$ cat src/rtl/apdu_pkg.sv
package apdu_pkg;
  localparam int HDR_LEN = 5;
  localparam int RSP_DEPTH = 256;
  localparam int CMD_DEPTH = 256;
  localparam int BUF_W = 8;
  localparam logic [7:0] INS_GET_RESP = 8'hC0;
  localparam logic [7:0] INS_VERIFY = 8'h20;
  localparam logic [7:0] PB_NULL = 8'h60;
  localparam logic [7:0] PB_MORE = 8'h61;
  localparam logic [7:0] PB_WRONG_LE = 8'h6C;
  localparam logic [7:0] SW1_OK = 8'h90;
  localparam logic [7:0] SW2_OK = 8'h00;
  localparam logic [7:0] SW1_BADP = 8'h6B;
  localparam logic [7:0] SW2_BADP = 8'h00;
  localparam logic [7:0] SW1_PIN = 8'h63;
  localparam logic [7:0] SW1_WARN = 8'h62;
  localparam logic [7:0] SW1_NOINFO = 8'h6F;
  localparam logic [7:0] SW2_NOINFO = 8'h00;
  localparam logic [7:0] GR_P12 = 8'h00;
  localparam logic [7:0] LE_MAX = 8'h00;
  localparam logic [3:0] PIN_HI = 4'hC;
  localparam logic [3:0] APP_HI = 4'h9;

  typedef enum logic [3:0] {
    C_HDR = 4'b0000, C_DEC = 4'b0001, C_ASK = 4'b0010, C_CHK = 4'b0011,
    C_ACK = 4'b0100, C_RXD = 4'b0101, C_WAIT = 4'b0110, C_SEND = 4'b0111,
    C_SW1 = 4'b1000, C_SW2 = 4'b1001
  } card_st_t;

  typedef enum logic [2:0] {
    T_IDLE = 3'b000, T_HDR = 3'b001, T_PROC = 3'b010, T_SW2 = 3'b011,
    T_DOUT = 3'b100, T_DIN = 3'b101
  } term_st_t;

  // A success pair is never allowed on an abnormal ending
  function automatic logic [15:0] fix_sw(input logic [7:0] s1, input logic [7:0] s2);
    if (s1 == SW1_OK && s2 == SW2_OK) begin
      fix_sw = {SW1_NOINFO, SW2_NOINFO};
    end else begin
      fix_sw = {s1, s2};
    end
  endfunction
endpackage

$ cat src/rtl/apdu_link_if.sv
`timescale 1ns/100ps
interface apdu_link_if;
  logic t2c_valid;
  logic t2c_ready;
  logic [7:0] t2c_data;
  logic c2t_valid;
  logic c2t_ready;
  logic [7:0] c2t_data;
  modport card (
    input t2c_valid,
    input t2c_data,
    output t2c_ready,
    output c2t_valid,
    output c2t_data,
    input c2t_ready
  );
  modport term (
    output t2c_valid,
    output t2c_data,
    input t2c_ready,
    input c2t_valid,
    input c2t_data,
    output c2t_ready
  );
endinterface

$ cat src/rtl/card_apdu_end.sv
`timescale 1ns/100ps
// Functional notes
// RULE1: Case 2 bad Le: send 6C and Luicc
// RULE2: Terminal resends header with corrected P3
// RULE3: Case 2 abnormal: error status, never 9000
// RULE4: Le equals Luicc: ack, data, then status
// RULE5: Le below Luicc: data then 61 remainder
// RULE6: Outgoing data header acknowledged with INS byte
// RULE7: Case 4 normal: 61 with response length
// RULE8: Case 4 end: 61xx or error, not 9000
// RULE9: GET RESPONSE: C0 ack, data, 9000
// RULE10: Short GET RESPONSE: leading bytes, 61 rest
// RULE11: Follow-up GET RESPONSE continues, ends 9000
// RULE12: Bad P1/P2 rejected with 6B00, no data
// RULE13: Empty PIN verify gives 63 CX
// RULE14: Block protocol carries units without procedure bytes
// RULE15: Terminal selects block protocol before using it
// RULE16: Case 4 warning: terminal fetches with Le 00
// RULE17: Status after header: terminal sends no data
// RULE18: Pending count decremented, cleared by new command
// RULE19: Bytewise input, five-byte header, bytewise replies
module card_apdu_end (
  input wire logic clk,
  input wire logic arst_n,
  apdu_link_if.card lnk,
  input wire logic t1_mode,
  input wire logic [3:0] pin_retries,
  output logic hdr_valid,
  output logic [7:0] hdr_ins,
  output logic [7:0] hdr_p1,
  output logic [7:0] hdr_p2,
  output logic [7:0] hdr_p3,
  output logic cmd_valid,
  output logic [7:0] cmd_data,
  output logic cmd_end,
  input wire logic ans_valid,
  input wire logic ans_badp,
  input wire logic ans_ok,
  input wire logic ans_indata,
  input wire logic [7:0] ans_len,
  input wire logic [7:0] ans_sw1,
  input wire logic [7:0] ans_sw2,
  input wire logic rsp_we,
  input wire logic [7:0] rsp_addr,
  input wire logic [7:0] rsp_wdata
);
  import apdu_pkg::*;

  card_st_t st_ff, nxt_st;
  logic [7:0] hdr_ff [HDR_LEN];
  logic [7:0] rsp_mem [RSP_DEPTH];
  logic [2:0] idx_ff;
  logic [7:0] cnt_ff, pend_ff, rdp_ff, sw1_ff, sw2_ff, keep1_ff, keep2_ff;
  logic dir_in_ff, t2c_ready_ff, hdr_valid_ff, cmd_valid_ff, cmd_end_ff;
  logic [7:0] cmd_data_ff;
  logic head_vld_ff, tail_vld_ff;
  logic [BUF_W-1:0] head_ff, tail_ff;
  logic rx_ok, push_req, push_ok, pop, pin_empty;
  logic [7:0] push_data, ins, p3;
  logic [15:0] bad_sw;

  assign ins = hdr_ff[1];
  assign p3 = hdr_ff[4];
  assign rx_ok = lnk.t2c_valid & t2c_ready_ff;
  assign pop = head_vld_ff & lnk.c2t_ready;
  assign push_ok = push_req & ~tail_vld_ff;
  assign pin_empty = (ins == INS_VERIFY) && (p3 == 8'h00);
  assign bad_sw = fix_sw(ans_sw1, ans_sw2);

  assign lnk.t2c_ready = t2c_ready_ff;
  assign lnk.c2t_valid = head_vld_ff;
  assign lnk.c2t_data = head_ff;
  assign hdr_valid = hdr_valid_ff;
  assign hdr_ins = hdr_ff[1];
  assign hdr_p1 = hdr_ff[2];
  assign hdr_p2 = hdr_ff[3];
  assign hdr_p3 = hdr_ff[4];
  assign cmd_valid = cmd_valid_ff;
  assign cmd_data = cmd_data_ff;
  assign cmd_end = cmd_end_ff;

  // Bytes leave one at a time through the two-entry buffer
  always_comb begin
    push_req = 1'b0;
    push_data = 8'h00;
    case (st_ff)
      C_ACK: begin
        push_req = ~t1_mode; // RULE14
        push_data = ins; // RULE6 RULE9
      end
      C_SEND: begin
        push_req = 1'b1;
        push_data = rsp_mem[rdp_ff];
      end
      C_SW1: begin
        push_req = 1'b1;
        push_data = sw1_ff;
      end
      C_SW2: begin
        push_req = 1'b1;
        push_data = sw2_ff;
      end
      default: begin
        push_req = 1'b0;
      end
    endcase
  end

  always_comb begin
    nxt_st = st_ff;
    case (st_ff)
      C_HDR: if (rx_ok && idx_ff == 3'(HDR_LEN - 1)) nxt_st = C_DEC; // RULE19
      C_DEC: begin
        if (ins != INS_GET_RESP) nxt_st = C_ASK;
        else if (pend_ff == 8'h00) nxt_st = C_SW1;
        else nxt_st = C_CHK;
      end
      C_ASK: begin
        if (ans_valid) begin
          if (ans_badp || pin_empty || !ans_ok) nxt_st = C_SW1;
          else if (ans_indata) nxt_st = C_ACK;
          else if (ans_len == 8'h00) nxt_st = C_SW1;
          else nxt_st = C_CHK;
        end
      end
      C_CHK: nxt_st = (p3 == LE_MAX || p3 > pend_ff) ? C_SW1 : C_ACK; // RULE1
      C_ACK: if (t1_mode || push_ok) nxt_st = dir_in_ff ? C_RXD : C_SEND;
      C_RXD: if (rx_ok && cnt_ff == 8'h01) nxt_st = C_WAIT;
      C_WAIT: if (ans_valid) nxt_st = C_SW1;
      C_SEND: if (push_ok && cnt_ff == 8'h01) nxt_st = C_SW1;
      C_SW1: if (push_ok) nxt_st = C_SW2;
      C_SW2: if (push_ok) nxt_st = C_HDR;
      default: nxt_st = C_HDR;
    endcase
  end

  always_ff @(posedge clk or negedge arst_n) begin
    if (!arst_n) begin
      st_ff <= C_HDR;
      t2c_ready_ff <= 1'b0;
    end else begin
      st_ff <= nxt_st;
      t2c_ready_ff <= (nxt_st == C_HDR) || (nxt_st == C_RXD);
    end
  end

  always_ff @(posedge clk or negedge arst_n) begin
    if (!arst_n) begin
      for (int i = 0; i < HDR_LEN; i++) begin
        hdr_ff[i] <= 8'h00;
      end
      idx_ff <= 3'h0;
    end else if (st_ff == C_HDR && rx_ok) begin
      hdr_ff[idx_ff] <= lnk.t2c_data;
      idx_ff <= (idx_ff == 3'(HDR_LEN - 1)) ? 3'h0 : idx_ff + 3'h1;
    end
  end

  // Decision and status datapath
  always_ff @(posedge clk or negedge arst_n) begin
    if (!arst_n) begin
      cnt_ff <= 8'h00;
      pend_ff <= 8'h00;
      rdp_ff <= 8'h00;
      sw1_ff <= 8'h00;
      sw2_ff <= 8'h00;
      keep1_ff <= 8'h00;
      keep2_ff <= 8'h00;
      dir_in_ff <= 1'b0;
    end else begin
      case (st_ff)
        C_DEC: begin
          dir_in_ff <= 1'b0;
          if (ins == INS_GET_RESP) begin
            {keep1_ff, keep2_ff} <= {SW1_OK, SW2_OK}; // RULE9 RULE11
            {sw1_ff, sw2_ff} <= {SW1_NOINFO, SW2_NOINFO};
          end else begin
            pend_ff <= 8'h00; // RULE18
            rdp_ff <= 8'h00;
          end
        end
        C_ASK: if (ans_valid) begin
          if (ans_badp) begin
            {sw1_ff, sw2_ff} <= {SW1_BADP, SW2_BADP}; // RULE12
          end else if (pin_empty) begin
            {sw1_ff, sw2_ff} <= {SW1_PIN, PIN_HI, pin_retries}; // RULE13
          end else if (!ans_ok) begin
            {sw1_ff, sw2_ff} <= bad_sw; // RULE3
          end else if (ans_indata) begin
            dir_in_ff <= 1'b1;
            cnt_ff <= p3;
          end else if (ans_len == 8'h00) begin
            {sw1_ff, sw2_ff} <= {ans_sw1, ans_sw2};
          end else begin
            pend_ff <= ans_len;
            rdp_ff <= 8'h00;
            {keep1_ff, keep2_ff} <= {ans_sw1, ans_sw2};
          end
        end
        C_CHK: begin
          if (p3 == LE_MAX || p3 > pend_ff) begin
            {sw1_ff, sw2_ff} <= {PB_WRONG_LE, pend_ff}; // RULE1
          end else begin
            cnt_ff <= p3;
          end
        end
        C_RXD: if (rx_ok) cnt_ff <= cnt_ff - 8'h01;
        C_WAIT: if (ans_valid) begin
          if (ans_badp) begin
            {sw1_ff, sw2_ff} <= {SW1_BADP, SW2_BADP}; // RULE12
          end else if (!ans_ok) begin
            {sw1_ff, sw2_ff} <= bad_sw; // RULE8
          end else if (ans_len != 8'h00) begin
            pend_ff <= ans_len;
            rdp_ff <= 8'h00;
            {sw1_ff, sw2_ff} <= {PB_MORE, ans_len}; // RULE7 RULE8
          end else begin
            // A bare success here would leave the terminal nothing to fetch
            {sw1_ff, sw2_ff} <= bad_sw; // RULE8
          end
        end
        C_SEND: if (push_ok) begin
          rdp_ff <= rdp_ff + 8'h01;
          pend_ff <= pend_ff - 8'h01; // RULE18
          cnt_ff <= cnt_ff - 8'h01;
          if (cnt_ff == 8'h01) begin
            if (pend_ff == 8'h01) begin
              {sw1_ff, sw2_ff} <= {keep1_ff, keep2_ff}; // RULE4 RULE11
            end else begin
              {sw1_ff, sw2_ff} <= {PB_MORE, pend_ff - 8'h01}; // RULE5 RULE10
            end
          end
        end
        default: begin
          dir_in_ff <= dir_in_ff;
        end
      endcase
    end
  end

  // Application-side strobes
  always_ff @(posedge clk or negedge arst_n) begin
    if (!arst_n) begin
      hdr_valid_ff <= 1'b0;
      cmd_valid_ff <= 1'b0;
      cmd_end_ff <= 1'b0;
      cmd_data_ff <= 8'h00;
    end else begin
      hdr_valid_ff <= (st_ff == C_DEC) && (ins != INS_GET_RESP);
      cmd_valid_ff <= (st_ff == C_RXD) && rx_ok;
      cmd_end_ff <= (st_ff == C_RXD) && rx_ok && (cnt_ff == 8'h01);
      if (st_ff == C_RXD && rx_ok) cmd_data_ff <= lnk.t2c_data;
    end
  end

  // Response store has no reset; the application fills it before answering
  always_ff @(posedge clk) begin
    if (rsp_we) rsp_mem[rsp_addr] <= rsp_wdata;
  end

  // Two-entry buffer: a stalled terminal holds replies instead of losing them
  always_ff @(posedge clk or negedge arst_n) begin
    if (!arst_n) begin
      head_vld_ff <= 1'b0;
      tail_vld_ff <= 1'b0;
      head_ff <= 8'h00;
      tail_ff <= 8'h00;
    end else if (pop) begin
      if (tail_vld_ff) begin
        head_ff <= tail_ff;
        tail_vld_ff <= 1'b0;
      end else begin
        head_vld_ff <= push_ok;
        head_ff <= push_data;
      end
    end else if (push_ok) begin
      if (head_vld_ff) begin
        tail_ff <= push_data;
        tail_vld_ff <= 1'b1;
      end else begin
        head_ff <= push_data;
        head_vld_ff <= 1'b1;
      end
    end
  end
endmodule

$ cat src/flat_wrapper.sv
// flat-port wrapper written by rule: the top's interface ports become plain ports
module card_apdu_end_flat import apdu_pkg::*;
  (clk, arst_n, t1_mode, pin_retries, hdr_valid, hdr_ins, hdr_p1, hdr_p2, hdr_p3, cmd_valid, cmd_data, cmd_end, ans_valid, ans_badp, ans_ok, ans_indata, ans_len, ans_sw1, ans_sw2, rsp_we, rsp_addr, rsp_wdata, lnk_t2c_valid, lnk_t2c_data, lnk_t2c_ready, lnk_c2t_valid, lnk_c2t_data, lnk_c2t_ready);
  apdu_link_if lnk_i ();
  input wire logic clk;
  input wire logic arst_n;
  input wire logic t1_mode;
  input wire logic [3:0] pin_retries;
  output logic hdr_valid;
  output logic [7:0] hdr_ins;
  output logic [7:0] hdr_p1;
  output logic [7:0] hdr_p2;
  output logic [7:0] hdr_p3;
  output logic cmd_valid;
  output logic [7:0] cmd_data;
  output logic cmd_end;
  input wire logic ans_valid;
  input wire logic ans_badp;
  input wire logic ans_ok;
  input wire logic ans_indata;
  input wire logic [7:0] ans_len;
  input wire logic [7:0] ans_sw1;
  input wire logic [7:0] ans_sw2;
  input wire logic rsp_we;
  input wire logic [7:0] rsp_addr;
  input wire logic [7:0] rsp_wdata;
  input wire logic [$bits(lnk_i.t2c_valid)-1:0] lnk_t2c_valid;
  input wire logic [$bits(lnk_i.t2c_data)-1:0] lnk_t2c_data;
  output wire logic [$bits(lnk_i.t2c_ready)-1:0] lnk_t2c_ready;
  output wire logic [$bits(lnk_i.c2t_valid)-1:0] lnk_c2t_valid;
  output wire logic [$bits(lnk_i.c2t_data)-1:0] lnk_c2t_data;
  input wire logic [$bits(lnk_i.c2t_ready)-1:0] lnk_c2t_ready;
  assign lnk_i.t2c_valid = lnk_t2c_valid;
  assign lnk_i.t2c_data = lnk_t2c_data;
  assign lnk_t2c_ready = lnk_i.t2c_ready;
  assign lnk_c2t_valid = lnk_i.c2t_valid;
  assign lnk_c2t_data = lnk_i.c2t_data;
  assign lnk_i.c2t_ready = lnk_c2t_ready;
  card_apdu_end u_core (.clk(clk), .arst_n(arst_n), .lnk(lnk_i), .t1_mode(t1_mode), .pin_retries(pin_retries), .hdr_valid(hdr_valid), .hdr_ins(hdr_ins), .hdr_p1(hdr_p1), .hdr_p2(hdr_p2), .hdr_p3(hdr_p3), .cmd_valid(cmd_valid), .cmd_data(cmd_data), .cmd_end(cmd_end), .ans_valid(ans_valid), .ans_badp(ans_badp), .ans_ok(ans_ok), .ans_indata(ans_indata), .ans_len(ans_len), .ans_sw1(ans_sw1), .ans_sw2(ans_sw2), .rsp_we(rsp_we), .rsp_addr(rsp_addr), .rsp_wdata(rsp_wdata));
endmodule
$ cat config.mk
export PLATFORM = sky130hd
export DESIGN_NAME = card_apdu_end_flat
export DESIGN_NICKNAME = d
export VERILOG_FILES = /design/src/rtl/apdu_pkg.sv /design/src/rtl/apdu_link_if.sv /design/src/rtl/card_apdu_end.sv /design/src/flat_wrapper.sv
export SDC_FILE = /design/constraint.sdc
export NUM_CORES = 2
export LEC_CHECK = 0
export ABC_AREA = 1
export BUFFER_PORTS_ARGS = -buffer_cell sky130_fd_sc_hd__buf_4
export CAP_MARGIN = 25
export CORE_ASPECT_RATIO = 1.25
export CORE_MARGIN = 2
export CORE_UTILIZATION = 46
export DETAILED_ROUTE_END_ITERATION = 8
export PLACE_DENSITY_LB_ADDON = 0.25
export SYNTH_ARGS = -nofsm -noshare
export SYNTH_HDL_FRONTEND = slang
export SYNTH_SLANG_ARGS = --single-unit
$ cat constraint.sdc
create_clock -name clk -period 5 [get_ports clk]
set_input_delay 0.25 -clock clk [delete_from_list [all_inputs] [get_ports clk]]
set_output_delay 0.25 -clock clk [all_outputs]
set_load 0.01 [all_outputs]
Word-level counts from Yosys, hierarchy flattened
Memory sizes are Yosys's and may differ from the RTL's.
Cells that the tools add are included.
{ "classes": {"add_sub_neg": 4, "bitwise_logic": 7, "eq_ne": 39, "mux": 122, "magnitude_cmp": 3, "n_reduce_logical": 39} }
{ "op_table": {"columns": ["operator", "n"], "rows": [
  ["$mux W8", 79],
  ["$pmux W8 S4", 4],
  ["$pmux W8 S5", 2],
  ["$mux W4", 14],
  ["$bwmux W40", 1],
  ["$pmux W4 S10", 1],
  ["$logic_not A8 Y1", 4],
  ["$pmux W8 S2", 2],
  ["$ne A2 B2 Y1 const B", 14],
  ["$demux W8 S3", 1],
  ["$eq A4 B3 Y1 const B", 5],
  ["$reduce_and A9 Y1", 2],
  ["$eq A8 B1 Y1 const B", 2],
  ["$eq A8 B8 Y1 const B", 2],
  ["$mux W16", 1],
  ["$sub A8 B1 Y8 const B", 2],
  ["$mux W1", 13],
  ["$reduce_and A13 Y1", 1],
  ["$ne A2 B1 Y1 const B", 6],
  ["$logic_and A1 B1 Y1", 10],
  ["$add A8 B1 Y8 const B", 1],
  ["$eq A4 B2 Y1 const B", 2],
  ["$eq A4 B4 Y1 const B", 2],
  ["$eq A8 B6 Y1 const B", 1],
  ["27 further kinds", 42]
]} }
{ "totals": {"ram_bits": 2048, "ff_bits": 134, "out_inout_bits": 53, "n_memories": 1} }
{ "mem_list": {"columns": ["memory", "words", "width", "read_ports", "rd_clocked_by_memory_dff", "write_ports", "line", "source"], "rows": [
  ["u_core.rsp_mem", 256, 8, 1, 0, 1, "card_apdu_end.sv:51", "logic [7:0] rsp_mem [RSP_DEPTH];"]
]} }

Depth between registers and ports, before layout
{ "logic_depth": {"word_depth": 9, "mapped_depth": 22} }

Least setup slack after synthesis
OpenSTA, ideal clock, no wires.
{ "synth_path": {"kind": "reg2reg", "from": "reg u_core.rdp_ff[0]", "to": "reg u_core.tail_ff[6]", "synth_period_minus_slack_ps": 2066, "path_stages_with_launch": 19, "setup_slack_ps": 2934, "t_arrival_ps": 1937, "n_path_buf": 4, "path_cell_list": "dfrtp_1 -> inv_2 -> buf_2 -> buf_4 -> buf_4 -> buf_2 -> nand2_1 -> nand3_1 -> nand3_1 -> nand3_1 -> nand2_1 -> a21oi_1 -> nand3_1 -> nand3_1 -> nand2_1 -> nand2_1 -> nand2_1 -> nand2_1 -> o21ai_1"} }
{ "synth_between": {"elab_chain_cells": 2} }
{ "synth_lines": {"columns": ["element", "line", "source"], "rows": [
  ["start: declaration", "card_apdu_end.sv:53", "logic [7:0] cnt_ff, pend_ff, rdp_ff, sw1_ff, sw2_ff, keep1_ff, keep2_ff;"],
  ["start signal: assignment", "card_apdu_end.sv:223", "rdp_ff <= rdp_ff + 8'h01;"],
  ["$mem_v2 Z256 W8", null, null],
  ["$pmux W8 S4", "card_apdu_end.sv:86", "case (st_ff)"],
  ["end signal: assignment", "card_apdu_end.sv:278", "tail_ff <= push_data;"],
  ["end: declaration", "card_apdu_end.sv:57", "logic [BUF_W-1:0] head_ff, tail_ff;"]
]} }
Every way passes these cells.
A chain may end at the register's enable or synchronous reset.

Worst setup path after layout
{ "layout_path": {"from": "reg u_core.rdp_ff[0]", "to": "reg u_core.head_ff[3] (netlist: u_core.lnk.c2t_data[3])"} }
{ "layout_between": {"elab_chain_cells": 5} }
{ "layout_lines": {"columns": ["element", "line", "source"], "rows": [
  ["$mem_v2 Z256 W8 *", null, null],
  ["$pmux W8 S4 *", "card_apdu_end.sv:86", null],
  ["$mux W8", "card_apdu_end.sv:277", "if (head_vld_ff) begin"],
  ["$mux W8", "card_apdu_end.sv:276", "end else if (push_ok) begin"],
  ["$mux W8 *", "card_apdu_end.sv:268", "end else if (pop) begin"],
  ["end signal: assignment", "card_apdu_end.sv:270", "head_ff <= tail_ff;"],
  ["end signal: assignment", "card_apdu_end.sv:274", "head_ff <= push_data;"],
  ["end signal: assignment", "card_apdu_end.sv:281", "head_ff <= push_data;"],
  ["end: declaration", "card_apdu_end.sv:57", null]
]} }
Every way passes the cells marked *; elsewhere a longest branch is shown, timed or not. The select of a mux whose other input is x is not followed.

==> results summary <==
The buffer and inverter count on the worst path is 2. The final routed DRC violation total came out at 0. The die covers 0.2058 mm^2. The clock drives 2174 sinks. The minimum setup slack in the final design came out at 1119 ps. The standard-cell row count is 184. Buffers placed on the I/O ports in this run total 114. STA classifies the critical path startpoint as a register. Setup repair after global routing left no endpoint under its margin. The largest net degree at the start of global routing came out at 168. The most frequent cell after synthesis is sky130_fd_sc_hd__nand2_1. The combined area of all synthesized cells came out at 0.09298 mm^2. Using the TritonRoute via totals, the vias-per-cell ratio works out to 5.426. The height of the die came out at 506.7 um. The library cell with the largest summed area after synthesis is sky130_fd_sc_hd__edfxtp_1.

Detailed placement ended at an HPWL of 151600 um. The synthesized design devotes to its leading area cell type 66.14% of total area. The global-route wire length before repair is 392200 um. The congestion estimate from routability-driven global placement came to 0.9260.

The count of boundary I/O pins came out at 115. The fraction of synthesis flops using an asynchronous set or reset pin is 5.796%. The placement-stage worst setup slack is 1183 ps. The tree is rooted in a sky130_fd_sc_hd__clkbuf_16. The most prevalent standard cell on the critical path is sky130_fd_sc_hd__nand2_1. The worst max-slew margin expressed relative to the limit is 31.81%. On the final layout, the worst clock skew is 36.42 ps.

The maximum buffer depth of the clock tree came out at 3. Walking the worst path, the cells encountered are inv_8, buf_12, nand2_1, nand2_1, nand2_1, a21oi_1, nor2_1, nand2_1, nand3_1, nand3_1, nand3_1, nand2_1, nand2_1, nand3_1, nand2_1, nand2_1. The initial standard-cell utilization of the core is 46.26%. More flip-flops sit in one register than any other, and that register is u_core.rsp_mem. The final number of hold-violating endpoints is 0. The final count of pins violating max slew is 0. For this run, the slowest stage of the critical path takes 700 ps. The latest clock arrival within the worst-skew pair came out at 850 ps. The final core utilization is 51.59%. The area of the core came out at 0.2010 mm^2. The number of nets still failing antenna checks after routing is 0. The sum of negative setup slack is 0 ps. Setup violations remaining at the end of the flow were counted as 0. For this block, the initial DRC count from the detailed router was 7345. The path class of the tightest hold or removal check is in -> async. The mean post-synth cell area came out at 10.53 um^2. The count of TritonRoute iterations in the first routing pass is 6. The number of instances in the synthesized netlist is 8829.

The register area share after synthesis is 69.53%. The synthesis-to-layout area growth came out at 11.50%. IR analysis of the VDD net gives a maximum drop of 0.0003732 V. The CTS buffer count is 205. In the synthesized netlist the dominant register cell turns out to be sky130_fd_sc_hd__edfxtp_1. The total number of vias is 63551. In this run the power density over the cells is 408.5 mW/mm^2. The critical path in this run is classified as reg -> reg.

The endpoint arrival time on the critical path came out at 4680 ps. The number of warnings reported in the yosys synthesis log is 0. In this run, post-CTS repair resized a total of 0 instances. STA puts the critical path data required time at 5790 ps. When the netlist entered floorplanning its net count stood at 8907. The worst setup path is captured at a register. Max-cap violations in this run came to 0. Dividing the detail-routed wire length by the instance count gives 22.47 um.

The unique cell type count in the Yosys netlist came out at 47. The die span in x came out at 406.1 um. The period utilization is 77.63%. The final period demand of the worst path came out at 3881 ps. The number of antenna violations at the first check in global routing is 3. The deepest level of the CTS H-tree is 4. Static timing analysis puts the maximum clock frequency at 257.6 MHz.

Clock-pin slew was measured on the worst setup and hold paths at 70 ps. The overall overflow remaining after global route came out at 0. The flip-flop count of the largest register, all copies and words added came out at 2048. The slowest stage cell on the critical path is sky130_fd_sc_hd__inv_8. The static power due to leakage came out at 39.53 nW. In the final layout, the share of cells above drive strength 1 is 6.468%. The number of global-route vias before repair is 61690. In the post-synthesis netlist, the biggest area contributors are sky130_fd_sc_hd__edfxtp_1 (66%), sky130_fd_sc_hd__nand2_1 (9.1%), sky130_fd_sc_hd__nor2_1 (5.3%). After detailed routing, the total wire length is 263100 um. Sorting the synthesized cells by how often they occur yields sky130_fd_sc_hd__nand2_1 (2249), sky130_fd_sc_hd__edfxtp_1 (2048), sky130_fd_sc_hd__nor2_1 (1325). The number of buffers added for setup after CTS came out at 0. The number of enable flip-flop cells after synthesis came out at 2048.

For the pin with the worst max-slew slack, the measured transition is 1019 ps. In this run, synthesis produced a sequential element count of 2174. The critical-path maximum fanout came out at 130. The final layout net count is 8917. On the critical path the largest part of the delay comes from simple AND/OR/NAND/NOR gates. The CTS tree is done.

The worst hold slack across all endpoints came out at 40.88 ps. The overall routing resource usage came out at 25.34%. The flow ran to the end, and the final reports show no timing, DRC or antenna violations.
cell families after synthesis:
family                     count (synthesis)  synth area share (%)
buffers and inverters                   1275                 5.611
and+or+nand+nor                         4384                 18.93
DFF                                     2174                 69.53
AOI/OAI and AO/OA                        970                 5.623
xor gates and xnor gates                  10               0.09420
adders and majority gates                 16                0.2153
final timing paths:
kind,to,startpoint,slack (ps),cells after the start
min in group clk,u_core.tail_vld_ff,t1_mode,110,7
worst max register to register,u_core.lnk.c2t_data[3],u_core.rdp_ff[0],1120,16
worst min register to register,u_core.hdr_p1[0],u_core.hdr_p1[0],490,2
worst max-delay path,u_core.lnk.c2t_data[3],u_core.rdp_ff[0],1120,16
worst min-delay path,u_core.hdr_p2[7],arst_n,40,2
max in group asynchronous,u_core.rdp_ff[0],arst_n,3800,3
power breakdown:
part / total (mW) / switching [mW] / internal, mW
clock: 15.5 / 6.94 / 8.59
combinational: 6.14 / 4.35 / 1.79
sequential: 20.7 / 0.391 / 20.3
total: 42.4 / 11.7 / 30.7
cell usage in the layout (no fill, tap or decap), types with 4 or more instances in the layout:
cell type                       synthesis  routed
sky130_fd_sc_hd__inv_2                  9       6
sky130_fd_sc_hd__ha_1                  16      16
sky130_fd_sc_hd__o21ai_1               25      25
sky130_fd_sc_hd__clkinvlp_4             0       7
sky130_fd_sc_hd__nor2_2                 3       4
sky130_fd_sc_hd__o21ai_0              649     649
sky130_fd_sc_hd__or2_2                  5       5
sky130_fd_sc_hd__o211ai_1             108     108
sky130_fd_sc_hd__xor2_1                 8       8
sky130_fd_sc_hd__o21ai_2                4       4
sky130_fd_sc_hd__nor2_1              1325    1323
sky130_fd_sc_hd__dfrtp_1              126     122
sky130_fd_sc_hd__o2111ai_1              4       4
sky130_fd_sc_hd__o31ai_1                8       8
sky130_fd_sc_hd__clkbuf_1             207      50
sky130_fd_sc_hd__clkinv_8               0       8
sky130_fd_sc_hd__and3_1                 4       4
sky130_fd_sc_hd__buf_4                 52     180
sky130_fd_sc_hd__nand2_2                3      12
sky130_fd_sc_hd__clkinv_2               1      50
sky130_fd_sc_hd__dlygate4sd3_1          0      61
sky130_fd_sc_hd__edfxtp_1            2048    2048
sky130_fd_sc_hd__inv_1                773     771
sky130_fd_sc_hd__nand3_1              750     750
sky130_fd_sc_hd__buf_12                 0      38
sky130_fd_sc_hd__nand2_1             2249    2240
sky130_fd_sc_hd__nor3_1                10      10
sky130_fd_sc_hd__clkbuf_8               0       6
sky130_fd_sc_hd__a21oi_1              143     143
sky130_fd_sc_hd__o22ai_1                9       9
sky130_fd_sc_hd__bufinv_16              0      17
sky130_fd_sc_hd__nand4_1               19      19
sky130_fd_sc_hd__buf_8                  0       8
sky130_fd_sc_hd__clkinv_1               5      35
sky130_fd_sc_hd__a221oi_1               4       4
sky130_fd_sc_hd__a31oi_1               11      11
sky130_fd_sc_hd__clkbuf_16              0     206
layer usage:
layer  GRT usage [%]  vias to the layer above  wire [um]
met1           32.95                    30911     104900
met4           11.46                        0      12700
met3           3.196                      581      16890
met2           42.46                     2481     128700
met5               0                        -          0
li1                -                    29578          -
final cells by class:
cell class              instances  area (um^2)
clock inverters               119         1207
repair buffers                289         2865
diodes                          2        5.005
clock buffers                 262         5425
flip-flops and latches       2174        64660
multi-input cells            5380        23150
well taps                    2697         3374
fillers                     17535        97300
inverters                     789         2990
through the flow:
| stage | power, mW | area (um^2) | cells |
|---|---|---|---|
| 3_3_place_gp | 26.99 | 96420 | 11267 |
| 2_1_floorplan | 24.51 | 92980 | 8829 |
| 5_1_grt | 43.76 | 103700 | 11711 |
| 3_5_place_dp | 27.07 | 96430 | 11268 |
| 4_1_cts | 42.47 | 103700 | 11710 |
| 6_report | 42.36 | 103700 | 11712 |
what timing repair did:
action,in CTS,in global routing
hold buffers,61,0
endpoints found under the setup margin,0,0
hold endpoints to repair,753,0
Note: power is estimated with default switching activity, not from simulation.
